===== src/inc/fer_pkg.sv =====
/*
 fer_pkg: register offsets, field positions, reset values and class codes
 for the floating-point exception recorder.
 assumes: 32-bit axi4-lite register bus, one 40 MHz clock.
*/
`default_nettype none
package fer_pkg;
	// register byte offsets
	localparam logic [7:0] OFS_CAUSE = 8'h00; // fp_exception_cause_reg
	localparam logic [7:0] OFS_UCTL  = 8'h04; // fp_user_control_reg
	localparam logic [7:0] OFS_USTAT = 8'h08; // fp_user_status_reg
	localparam logic [7:0] OFS_SRC1  = 8'h0C; // src1_low_reg
	localparam logic [7:0] OFS_SRC2  = 8'h10; // src2_low_reg
	localparam logic [7:0] OFS_OPTYP = 8'h14; // precise_op_type_reg
	localparam logic [7:0] OFS_UNIT  = 8'h18; // unit state, fpu_disable_flag
	localparam logic [7:0] OFS_SXP   = 8'h1C; // shadow_exec_pointer
	localparam logic [7:0] OFS_TOP   = 8'h20; // highest ranked cause
	// cause bit positions
	localparam int CB_CONV = 7; // conv_overflow_cause
	localparam int CB_UNIM = 6; // unimpl_opcode_cause
	localparam int CB_PRIV = 4; // privilege_violation_cause, reserved_operand_cause
	localparam int CB_DVZ  = 3; // zero_divisor_cause
	localparam int DIS_BIT = 3; // fpu_disable_bit in unit register
	// writable masks and reset values
	localparam logic [31:0] UCTL_MASK  = 32'h0000C01F;
	localparam logic [31:0] USTAT_MASK = 32'h0000001F;
	localparam logic [31:0] REG_RST    = 32'h00000000;
	localparam logic [11:0] VEC_PRECISE = 12'h390; // precise vector offset
	localparam int CONV_EXP_LIM = 30; // conversion overflow exponent
	localparam logic [5:0] CR_USTAT = 6'h3E; // user status register number
	localparam logic [5:0] CR_UCTL  = 6'h3F; // user control register number
	// dispatched instruction class codes
	localparam logic [2:0] CL_NOP   = 3'h0;
	localparam logic [2:0] CL_ARITH = 3'h1;
	localparam logic [2:0] CL_CONV  = 3'h2;
	localparam logic [2:0] CL_IMUL  = 3'h3;
	localparam logic [2:0] CL_IDIV  = 3'h4;
	localparam logic [2:0] CL_CTRL  = 3'h5;
	localparam logic [2:0] CL_UNIM  = 3'h6;
	// run state of the unit
	typedef enum logic {ST_RUN = 1'b0, ST_FROZEN = 1'b1} fer_state_t;
	localparam logic [1:0] RESP_OK  = 2'h0;
	localparam logic [1:0] RESP_ERR = 2'h2;
endpackage
`default_nettype wire


===== src/rtl/fer_detect.sv =====
/*
 fer_detect: combinational detection of precise exception conditions
 for one dispatched instruction.
 assumes: dispatch inputs are stable in the cycle they are offered.
*/
`timescale 1ns/1ps
`default_nettype none
module fer_detect
	import fer_pkg::*;
(
	input  wire logic        valid,    // instruction offered
	input  wire logic [2:0]  cls,      // instruction class
	input  wire logic        frozen,   // unit disabled
	input  wire logic        sgn,      // signed divide
	input  wire logic [31:0] src1,     // source 1 operand
	input  wire logic [31:0] src2,     // source 2 operand
	input  wire logic [11:0] exp,      // signed unbiased exponent
	input  wire logic        rsvd,     // reserved operand seen
	input  wire logic        fdz,      // fp divisor is zero
	input  wire logic        user,     // user mode
	input  wire logic [5:0]  creg,     // control register number
	output logic      [7:0]  cause,    // cause bits to load
	output logic             fp_exc,   // fp precise exception
	output logic             dis_exc,  // unit-disabled exception
	output logic             idiv_err, // integer divide error
	output logic             sb_set,   // set destination scoreboard
	output logic             done      // accepted, no exception
);
	// class decode; unimplemented ops count as unit work while frozen
	wire unit_ins = (cls == CL_ARITH) | (cls == CL_CONV) | (cls == CL_IMUL) | (cls == CL_IDIV);
	wire ctrl_ins = valid & (cls == CL_CTRL);
	wire live     = valid & ~frozen;
	wire priv     = ctrl_ins & user & (creg != CR_USTAT) & (creg != CR_UCTL);
	wire unim     = live & (cls == CL_UNIM);
	// both sides signed: a negative exponent must not compare as a huge one
	wire conv_ovf = live & (cls == CL_CONV) & ($signed(exp) >= $signed(12'(CONV_EXP_LIM)));
	wire rop      = live & ((cls == CL_ARITH) | (cls == CL_CONV)) & rsvd;
	wire dvz      = live & (cls == CL_ARITH) & fdz;
	// several causes may coexist; fer_top ranks them for OFS_TOP
	assign cause    = {conv_ovf, unim, 1'b0, priv | rop, dvz, 3'h0};
	assign fp_exc   = |cause;
	assign dis_exc  = valid & frozen & (unit_ins | (cls == CL_UNIM));
	assign idiv_err = live & (cls == CL_IDIV) & ~fp_exc
		& ((src2 == 32'h00000000) | (sgn & (src1[31] | src2[31])));
	// unimplemented op on a running unit leaves scoreboard alone
	assign sb_set   = (fp_exc & ~unim) | dis_exc | idiv_err;
	assign done     = ((live & unit_ins) | ctrl_ins) & ~fp_exc & ~idiv_err;
endmodule // fer_detect
`default_nettype wire


===== src/rtl/fer_top.sv =====
/*
 fer_top: fp exception recorder. detects precise exceptions on dispatch,
 loads the cause register, freezes the unit, reports to the instruction
 unit, saves operands; registers on an axi4-lite slave.
 assumes: one clock, dispatch synchronous, rte_req pulses on restart.
*/
`timescale 1ns/1ps
`default_nettype none
module fer_top
	import fer_pkg::*;
(
	input  wire logic        mclk,       // 40 MHz clock
	input  wire logic        arst_n,     // async reset, active low
	input  wire logic        disp_valid, // instruction dispatched
	input  wire logic [2:0]  disp_class, // instruction class
	input  wire logic        disp_sgn,   // signed divide
	input  wire logic [31:0] disp_src1,  // source 1 low word
	input  wire logic [31:0] disp_src2,  // source 2 low word
	input  wire logic [11:0] disp_exp,   // convert exponent
	input  wire logic        disp_rsvd,  // reserved operand
	input  wire logic        disp_fdz,   // fp divisor zero
	input  wire logic        disp_user,  // user mode
	input  wire logic [5:0]  disp_creg,  // control register number
	input  wire logic [10:0] disp_op,    // instruction bits 15..5
	input  wire logic [4:0]  disp_dest,  // destination register
	input  wire logic [31:0] disp_ip,    // instruction address
	input  wire logic        rte_req,    // restart from exception
	output logic             exc_q,      // exception to instruction unit
	output logic             exc_div_q,  // exception is divide error
	output logic [11:0]      exc_vec_q,  // vector offset
	output logic             squash_q,   // drop faulting instruction
	output logic             sb_set_q,   // set scoreboard bit
	output logic [4:0]       sb_dest_q,  // scoreboard register
	output logic             done_q,     // instruction accepted
	output logic             frozen_q,   // unit frozen
	output logic             hdl_en_q,   // user handler enabled
	input  wire logic [7:0]  awaddr,     // write address
	input  wire logic        awvalid,    // write address valid
	output logic             awready,    // write address ready
	input  wire logic [31:0] wdata,      // write data
	input  wire logic [3:0]  wstrb,      // write byte enables
	input  wire logic        wvalid,     // write data valid
	output logic             wready,     // write data ready
	output logic [1:0]       bresp,      // write response
	output logic             bvalid,     // write response valid
	input  wire logic        bready,     // write response ready
	input  wire logic [7:0]  araddr,     // read address
	input  wire logic        arvalid,    // read address valid
	output logic             arready,    // read address ready
	output logic [31:0]      rdata,      // read data
	output logic [1:0]       rresp,      // read response
	output logic             rvalid,     // read data valid
	input  wire logic        rready      // read data ready
);
	// byte-lane merge for partial writes
	function automatic logic [31:0] mrg(input logic [31:0] o, input logic [31:0] n,
		input logic [3:0] s);
		logic [31:0] r;
		r = o;
		for (int i = 0; i < 4; i++)
		begin
			if (s[i])
				r[8*i +: 8] = n[8*i +: 8];
		end
		return r;
	endfunction

	// register map hit test, shared by read and write decode
	function automatic logic mapped(input logic [7:0] a);
		return (a[7:2] <= OFS_TOP[7:2]);
	endfunction

	// state
	fer_state_t  st_q;         // run or frozen, fpu_disable_bit
	logic [7:0]  cause_q;      // fp_exception_cause_reg
	logic [31:0] uctl_q;       // fp_user_control_reg
	logic [31:0] ustat_q;      // fp_user_status_reg
	logic [31:0] src1_q;       // src1_low_reg
	logic [31:0] src2_q;       // src2_low_reg
	logic [15:0] optyp_q;      // precise_op_type_reg
	logic [31:0] sxp_q;        // shadow_exec_pointer
	logic [7:0]  awa_q;        // held write address
	logic [31:0] wd_q;         // held write data
	logic [3:0]  ws_q;         // held write strobes
	logic        aw_have_q;    // write address held
	logic        w_have_q;     // write data held

	// detector results
	logic [7:0]  cause_w;      // cause bits
	logic        fp_exc_w;     // fp precise exception
	logic        dis_exc_w;    // unit disabled exception
	logic        idiv_w;       // divide error
	logic        sb_w;         // scoreboard set
	logic        done_w;       // clean completion

	fer_detect u_det (
		.valid    (disp_valid),
		.cls      (disp_class),
		.frozen   (st_q == ST_FROZEN),
		.sgn      (disp_sgn),
		.src1     (disp_src1),
		.src2     (disp_src2),
		.exp      (disp_exp),
		.rsvd     (disp_rsvd),
		.fdz      (disp_fdz),
		.user     (disp_user),
		.creg     (disp_creg),
		.cause    (cause_w),
		.fp_exc   (fp_exc_w),
		.dis_exc  (dis_exc_w),
		.idiv_err (idiv_w),
		.sb_set   (sb_w),
		.done     (done_w)
	);

	// any event that reaches the instruction unit
	wire any_exc = fp_exc_w | dis_exc_w | idiv_w;
	// operands captured for fp precise and divide errors alike
	wire cap     = fp_exc_w | idiv_w;
	// size fields keep only their low bit
	wire [10:0] op_clr = disp_op & 11'h7D5;

	// write channel decode
	wire       wr_go   = aw_have_q & w_have_q & ~bvalid; // both halves present
	wire       wr_hit  = mapped(awa_q);
	wire       wr_cau  = wr_go & (awa_q == OFS_CAUSE);
	wire       wr_uctl = wr_go & (awa_q == OFS_UCTL);
	wire       wr_ust  = wr_go & (awa_q == OFS_USTAT);
	wire       wr_unit = wr_go & (awa_q == OFS_UNIT);
	wire [31:0] unit_r = {28'h0000000, (st_q == ST_FROZEN), 3'h0};
	wire [31:0] unit_w = mrg(unit_r, wd_q, ws_q);
	wire [31:0] cau_w  = mrg({24'h000000, cause_q}, wd_q, ws_q);

	// highest ranked cause, 7 first
	logic [3:0] top_w;
	always_comb
	begin
		top_w = 4'hF; // none set
		for (int i = 0; i < 8; i++)
		begin
			if (cause_q[i])
				top_w = 4'(i);
		end
	end

	// read decode
	wire        rd_go  = arvalid & arready;
	wire        rd_hit = mapped(araddr);
	wire [31:0] rd_val =
		(araddr == OFS_CAUSE) ? {24'h000000, cause_q} :
		(araddr == OFS_UCTL)  ? uctl_q :
		(araddr == OFS_USTAT) ? ustat_q :
		(araddr == OFS_SRC1)  ? src1_q :
		(araddr == OFS_SRC2)  ? src2_q :
		(araddr == OFS_OPTYP) ? {16'h0000, optyp_q} :
		(araddr == OFS_UNIT)  ? unit_r :
		(araddr == OFS_SXP)   ? sxp_q :
		(araddr == OFS_TOP)   ? {28'h0000000, top_w} : 32'h00000000;

	// handler enable lookup: divide when the zero divisor cause is set, else invalid
	wire hdl_w = cause_w[CB_DVZ] ? uctl_q[3] : uctl_q[4];

	// run state; the exception's set wins over a restart or a write
	fer_state_t st_d;
	assign st_d = (fp_exc_w | idiv_w) ? ST_FROZEN :
		rte_req ? ST_RUN :
		wr_unit ? fer_state_t'(unit_w[DIS_BIT]) : st_q;

	always_ff @(posedge mclk or negedge arst_n)
	begin
		if (!arst_n)
			st_q <= ST_RUN;
		else
			st_q <= st_d;
	end

	// cause: hardware load beats software write; disabled trap skips it
	always_ff @(posedge mclk or negedge arst_n)
	begin
		if (!arst_n)
			cause_q <= REG_RST[7:0];
		else if (fp_exc_w)
			cause_q <= cause_w;
		else if (wr_cau)
			cause_q <= cau_w[7:0];
	end

	// user control and status stay software owned, live while frozen
	always_ff @(posedge mclk or negedge arst_n)
	begin
		if (!arst_n)
		begin
			uctl_q  <= REG_RST;
			ustat_q <= REG_RST;
		end
		else
		begin
			if (wr_uctl)
				uctl_q <= mrg(uctl_q, wd_q, ws_q) & UCTL_MASK;
			if (wr_ust)
				ustat_q <= mrg(ustat_q, wd_q, ws_q) & USTAT_MASK;
		end
	end

	// saved context of the faulting instruction
	always_ff @(posedge mclk or negedge arst_n)
	begin
		if (!arst_n)
		begin
			src1_q  <= REG_RST;
			src2_q  <= REG_RST;
			optyp_q <= REG_RST[15:0];
			sxp_q   <= REG_RST;
		end
		else if (cap)
		begin
			src1_q  <= disp_src1;
			src2_q  <= disp_src2;
			optyp_q <= {op_clr, disp_dest};
			sxp_q   <= disp_ip;
		end
	end

	// reports to the instruction and integer units; no result on a trap
	always_ff @(posedge mclk or negedge arst_n)
	begin
		if (!arst_n)
		begin
			exc_q     <= 1'b0;
			exc_div_q <= 1'b0;
			exc_vec_q <= 12'h000;
			squash_q  <= 1'b0;
			sb_set_q  <= 1'b0;
			sb_dest_q <= 5'h00;
			done_q    <= 1'b0;
			hdl_en_q  <= 1'b0;
		end
		else
		begin
			exc_q     <= any_exc;
			exc_div_q <= idiv_w;
			exc_vec_q <= (fp_exc_w | dis_exc_w) ? VEC_PRECISE : 12'h000;
			squash_q  <= fp_exc_w | idiv_w;
			sb_set_q  <= sb_w;
			sb_dest_q <= sb_w ? disp_dest : sb_dest_q;
			done_q    <= done_w;
			// bit 4 is shared: the control-access case and an unimplemented op have no handler
			hdl_en_q  <= fp_exc_w & ~cause_w[CB_UNIM] & (disp_class != CL_CTRL) ? hdl_w : 1'b0;
		end
	end
	assign frozen_q = (st_q == ST_FROZEN);

	// axi write channels: address and data taken in either order
	wire aw_have_d = (aw_have_q | (awvalid & awready)) & ~wr_go;
	wire w_have_d  = (w_have_q | (wvalid & wready)) & ~wr_go;
	always_ff @(posedge mclk or negedge arst_n)
	begin
		if (!arst_n)
		begin
			aw_have_q <= 1'b0;
			w_have_q  <= 1'b0;
			awready   <= 1'b1;
			wready    <= 1'b1;
			awa_q     <= 8'h00;
			wd_q      <= 32'h00000000;
			ws_q      <= 4'h0;
			bvalid    <= 1'b0;
			bresp     <= RESP_OK;
		end
		else
		begin
			aw_have_q <= aw_have_d;
			w_have_q  <= w_have_d;
			awready   <= ~aw_have_d;
			wready    <= ~w_have_d;
			if (awvalid & awready)
				awa_q <= awaddr;
			if (wvalid & wready)
			begin
				wd_q <= wdata;
				ws_q <= wstrb;
			end
			if (wr_go)
			begin
				bvalid <= 1'b1;
				bresp  <= wr_hit ? RESP_OK : RESP_ERR;
			end
			else if (bready)
				bvalid <= 1'b0;
		end
	end

	// axi read channel: one outstanding read, answer one cycle later
	wire rvalid_d = rd_go | (rvalid & ~rready);
	always_ff @(posedge mclk or negedge arst_n)
	begin
		if (!arst_n)
		begin
			arready <= 1'b1;
			rvalid  <= 1'b0;
			rdata   <= 32'h00000000;
			rresp   <= RESP_OK;
		end
		else
		begin
			arready <= ~rvalid_d;
			rvalid  <= rvalid_d;
			if (rd_go)
			begin
				rdata <= rd_hit ? rd_val : 32'h00000000;
				rresp <= rd_hit ? RESP_OK : RESP_ERR;
			end
		end
	end
endmodule // fer_top
`default_nettype wire


===== config.mk =====
export PLATFORM = sky130hd
export DESIGN_NAME = fer_top
export DESIGN_NICKNAME = d
export VERILOG_FILES = /design/src/inc/fer_pkg.sv /design/src/rtl/fer_detect.sv /design/src/rtl/fer_top.sv
export SDC_FILE = /design/constraint.sdc
export NUM_CORES = 1
export LEC_CHECK = 0
export ABC_CLOCK_PERIOD_IN_PS = 2050
export BUFFER_PORTS_ARGS = -buffer_cell sky130_fd_sc_hd__buf_2
export CAP_MARGIN = 20
export CORE_MARGIN = 4
export CORE_UTILIZATION = 39
export CTS_CLUSTER_SIZE = 14
export DETAILED_ROUTE_END_ITERATION = 8
export MAX_ROUTING_LAYER = met4
export PLACE_DENSITY = 0.71
export SLEW_MARGIN = 20
export SYNTH_ARGS = -nofsm -noshare
export SYNTH_HDL_FRONTEND = slang
export SYNTH_SLANG_ARGS = --single-unit

===== constraint.sdc =====
create_clock -name mclk -period 2.05 [get_ports mclk]
set_input_delay 0.1025 -clock mclk [delete_from_list [all_inputs] [get_ports mclk]]
set_output_delay 0.1025 -clock mclk [all_outputs]
set_load 0.1 [all_outputs]

* After elaboration in Yosys (flattened, before gate mapping) *
Index checks and enable logic that the tools add are counted.

cells by class
  $lt $le $gt $ge = 3
  equality and inequality tests = 20
  muxes and demuxes = 32
  bitwise logic cells = 61
  reduce and logical (&&, ||, !) cells = 14

operators with widths
  operator                                                                           number
  32-bit two-way mux                                                                 9
  8-bit by 5-bit == test with 1-bit output (second input constant)                   5
  4-bit two-way mux                                                                  10
  1-bit AND                                                                          35
  32-bit zero test                                                                   1
  8-bit by 4-bit == test with 1-bit output (second input constant)                   3
  8-bit two-way mux                                                                  3
  8-bit by 3-bit == test with 1-bit output (second input constant)                   2
  8-bit zero test                                                                    2
  1-bit bitwise OR                                                                   16
  12-bit by 6-bit >= comparator with 1-bit output (second input constant)            1
  6-bit by 4-bit less-or-equal comparator with 1-bit output (second input constant)  2
  6-bit inequality test (second input constant)                                      2
  10-bit two-way mux                                                                 1
  1-bit inverter                                                                     10
  2-bit AND reduction                                                                5
  3-bit == test (second input constant)                                              3
  8-bit by 6-bit == test with 1-bit output (second input constant)                   1
  1-bit two-way mux                                                                  7
  3-bit by 2-bit == test with 1-bit output (second input constant)                   2
  2-bit nonzero test                                                                 3
  3-bit nonzero test                                                                 2
  2-bit two-way mux                                                                  2
  4-bit OR reduction                                                                 1
  other kinds (2)                                                                    2

word-level totals
  flip-flop bits (word level) = 220
  logic and storage cells = 160

* Depth between registers and ports, before layout *
  depth after elaboration = 18
  gate-level depth with buffers = 11
  gate-level depth less buffers = 6

* By module *
Synthesis repeated with hierarchy kept, for this count alone.

unflattened totals
  cells, all modules = 739
  area total of the unflattened synthesis = 9152.5 um^2

by module, submodules not included
  module      times used  cells an instance  area each (um^2)  seq. area each (um^2)
  fer_top     1           684                8727.1            5083.6
  fer_detect  1           55                 425.4             0.0

* Worst setup path after synthesis *
Ideal clock, no wire load.

  kind = register to register
  from = register st_q (netlist: frozen_q)
  to = register src1_q[0]
  library setup time = 125 ps
  arrival = 2661 ps
  required time = 1925 ps
  path slack = -737 ps
  cell stages (with the launch flop) = 11
  buffers on the path = 4
  clock period less this slack = 2787 ps
  path through = dfrtp_1 > nand2b_4 > nor2_1 > a41oi_1 > and2_1 > buf_6 > and2_4 > buf_6 > buf_6 > buf_6 > mux2_4

between the ends
  longest elaborated chain between the ends = 10
  elaborated cells on any way between the ends = 16
  classes of those cells = bitwise: 15; reduce/logical: 1

RTL lines
  element                   RTL line          text
  start: declaration        fer_top.sv:74     fer_state_t st_q;
  start signal: assignment  fer_top.sv:174    st_q <= st_d;
  1-bit inverter (*)        fer_detect.sv:32  wire live = valid & ~frozen;
  1-bit AND (*)             fer_detect.sv:32
  1-bit AND (2 in a row)    fer_detect.sv:37  wire rop = live & ((cls == CL_ARITH) | (cls == CL_CONV)) & rsvd;
  1-bit bitwise OR          fer_detect.sv:40  assign cause = {conv_ovf, unim, 1'b0, priv | rop, dvz, 3'h0};
  4-bit OR reduction        fer_detect.sv:41  assign fp_exc = |cause;
  1-bit inverter            fer_detect.sv:43  assign idiv_err = live & (cls == CL_IDIV) & ~fp_exc
  1-bit AND                 fer_detect.sv:43
  1-bit AND                 fer_detect.sv:44  & ((src2 == 32'h00000000) | (sgn & (src1[31] | src2[31])));
  1-bit bitwise OR (*)      fer_top.sv:119    wire cap = fp_exc_w | idiv_w;
  end signal: assignment    fer_top.sv:217    src1_q <= disp_src1;
  end: declaration          fer_top.sv:78     logic [31:0] src1_q;

Mark *: on every way between the ends. The rest lies on a longest branch, timed or not.
A chain may end at the register's enable or synchronous reset.

* Worst setup path after layout *
  from = input port disp_src2[30]
  to = register src1_q[14]

between the ends
  longest elaborated chain between the ends = 4

RTL lines
  element             RTL line          text
  start: declaration  fer_top.sv:18     input wire logic [31:0] disp_src2,
  32-bit zero test    fer_detect.sv:44
  1-bit bitwise OR    fer_detect.sv:44
  1-bit AND           fer_detect.sv:44
  1-bit bitwise OR    fer_top.sv:119

No other way between the ends.

==> key figures <==
Pwr
  • Int Pwr: 9.74 mW
  • Pwr dens: about 1000 nW/um^2
  • Psw: 4.42 mW
  • Comb power frac: 0.266
  • Worst VDD drop: 0.000890 V
  • Static leakage: 6.52 nW
  • Flop pwr share: 0.424
  • Power share of the clock group: 0.309
  • Sw Ratio: 0.312

Setup path
  • Worst EP required: 2.43 ns
  • CP Launch Type: primary input
  • Crit. Startpoint: disp_src2[30]
  • Reg2reg start: bvalid$_DFFE_PN0P_
  • Critical path peak fanout: 11
  • Setup crit end kind: flip-flop
  • CP arrival: 2.43 ns
  • Type of the worst setup path: in -> reg

Synthesis
  • Top_reg_cell synth: dfrtp_1
  • Yosys top cell by area: dfrtp_1
  • Yosys cell types: 62
  • Syn Inst Count: 709
  • Number of synthesized flops with an enable pin: 0
  • Synth area leaders: dfrtp_1 54%, mux2_4 11%, mux2_2 9.8%
  • Flops & latches, synth: just over 200
  • Share of the synthesized area in the top cell type: 0.544
  • Ys async rst share: 1.00
  • Syn_area_per_cell: 13.0 sq um
  • Synth warn: 0
  • Top-count cell post-synth: dfrtp_1
  • Synth Cell Area: between 9000 and 10000 sq um
  • Sequential element share of the synthesized area: 0.553
  • Post-synth top cells: 200 x dfrtp_1, 80 x mux2_2, 66 x mux2_4, 49 x nand2_1, 42 x o21ai_0

GRT
  • Pin count of the biggest net entering global routing: 57
  • Vias in the first global route: between 8000 and 9000
  • First-pass GRT wire length: 45600 um
  • GRT overflow: 0
  • Initial antenna violation count: 2
  • Tot GR Track Use: 0.225

Route
  • Detailed Route WL: 29500 um
  • First-pass iteration count of the detailed router: 6
  • Routed vias: 7659
  • Drt via density: 5.23
  • Antenna viol nets, final: 0
  • Routed WL per cell: 20.2 um
  • Initial DRC Count: 698
  • DRC viols: 0

Clocking
  • Clk pin slew, worst setup/hold paths: 0.06 ns
  • H-tree depth: 1
  • CTS Buf Count: 24
  • Later-pin clock latency in the skew report: 0.52 ns
  • CTS tree: built
  • CTS sink count: 203
  • Clock root cell: clkbuf_16
  • CTS Buffer Depth: 3

Timing
  • Crit path time final: 2.05 ns
  • Worst-margin pin slew: 0.538 ns
  • Final Setup Violations: 0
  • Worst clock skew: approximately 0.026 ns
  • Max Fclk: 0.488 GHz
  • Period utilization: 0.999
  • Hold Vio Cnt, Final: 0
  • RSZ-0062 raised after global routing: yes
  • Final TNS setup: 0 ns
  • Slew HR: 0.638
  • Slew Limit Fails: 0

Floorplanning
  • Core Area: 22900 sq um
  • Die Span Y: 162 um
  • Die area: roughly 26000 sq um
  • Initial core utilization: 0.401
  • Die Wd: 162 um
  • Cell Rows: 55
  • Io pins: 263

Final layout
  • Fin area: 13600 sq um
  • Layout cell share with drive strength beyond 1: 0.443
  • Final #Nets: 1331
  • Final core occ: 0.593
  • Post-route insts no fill: 1465
  • Total area of sequential cells: 5090 sq um
  • Area grow syn2layout: 47.7%
  • Multi-input logic area: 3890 sq um
  • Fill cells: 1840

Place
  • Detail Placement HPWL: 19000 um
  • Port buffer count: 223
  • Placed instance area: approximately 11000 sq um
  • RePlAce Congestion: 0.888
  • Placed cells: about 1300

Flow run
  • Max_cap viols: 0

Worst hold path
  • HP Start: arvalid
  • Worst min-delay path category: in -> reg

Run status
  • Outcome: complete, no violations
power groups by stage:
stage	logic, mW	clock network (mW)	registers, mW
after floorplan	1.99	0	6.46
after global placement	3.36	0	5.95
after detailed placement	3.44	0	6.00
after CTS	3.69	4.46	5.95
after global routing	4.01	4.66	6.13
final	3.77	4.38	6.00
cell type report:
type                    count  share of cell area
diodes                      2            0.000369
clock buffers              33              0.0497
clock inverters            10              0.0108
inverters                  15             0.00415
multi-input cells         450               0.287
flip-flops and latches    203               0.375
well taps                 313              0.0288
repair buffers            439               0.244
layer usage:
| metal | share of wire | track usage |
|---|---|---|
| met5 | 0 | - |
| met4 | 0.032 | 0.0775 |
| met1 | 0.41 | 0.281 |
| met2 | 0.49 | 0.368 |
| met3 | 0.069 | 0.0441 |
placed cells by master, fill, tap and decap left out, types with 11 or more instances in the layout:
cell             n
nand2_1         48
dlygate4sd3_1  138
a22oi_1         15
dfrtp_1        198
a222oi_1        22
buf_4           60
nor2_1          25
a21oi_1         16
o21ai_0         41
mux2_4          72
buf_2          221
mux2_2          74
nor4_1          11
clkbuf_16       27
inv_1           15
registers in the layout (all words and copies together), names as in the netlist, 2 cells and up:
signal,cells
sb_dest_q,5
wd_q,10
awa_q,8
cause_q,8
ustat_q,5
uctl_q,7
ws_q,2
optyp_q,13
src1_q,32
src2_q,32
sxp_q,32
rdata,32
metrics by stage:
stage	hold slack [ns]	total power [mW]	worst slack, ns
final	0.0718	14.2	0.00176
after global routing	0.0607	14.8	-0.0835
after CTS	0.0516	14.1	0.00232
after detailed placement	0.121	9.44	-0.438
after global placement	0.122	9.31	-0.443
after floorplan	-0.193	8.45	-0.240
timing repair:
item | in CTS | in global routing
endpoints found under the hold margin | 266 | 0
gates resized for setup | 2 | 18
hold buffers | 139 | 0
setup endpoints to repair | 108 | 131
buffers inserted | 3 | 1
gates cloned | 0 | 3
pin swaps | 1 | 6
kinds of logic (layout without fill, tap and decap cells):
logic type | count (synthesis) | in the layout | share of synthesized area
other cells | 1 | 12 | 0.000408
mux | 155 | 155 | 0.216
compound gates | 143 | 143 | 0.108
xor+xnor | 1 | 1 | 0.000953
buf+inv | 65 | 497 | 0.0418
simple gates | 141 | 141 | 0.0804
flops | 203 | 203 | 0.553
critical path: stages:
cell and delay (ns):
dlygate4sd3_1 0.53, buf_2 0.15, nor4_4 0.18, nand4_1 0.20, o21ai_1 0.20, buf_4 0.13
nand3b_1 0.09, and2_4 0.18, buf_12 0.15, clkbuf_16 0.19, mux2_4 0.30
worst paths after layout:
path / end / cells after the start / slack (ns)
hold reg to reg: wready$_DFF_PN1_ / 1 / 0.48
min in group asynchronous: rdata[19]$_DFFE_PN0P_ / 2 / 0.15
setup reg to reg: ustat_q[4]$_DFFE_PN0P_ / 7 / 0.02
hold / removal: rdata[3]$_DFFE_PN0P_ / 5 / 0.07
max in group asynchronous: optyp_q[15]$_DFFE_PN0P_ / 3 / 1.23
setup / recovery: src1_q[14]$_DFFE_PN0P_ / 11 / 0.002
(Power assumes the default switching activity.)
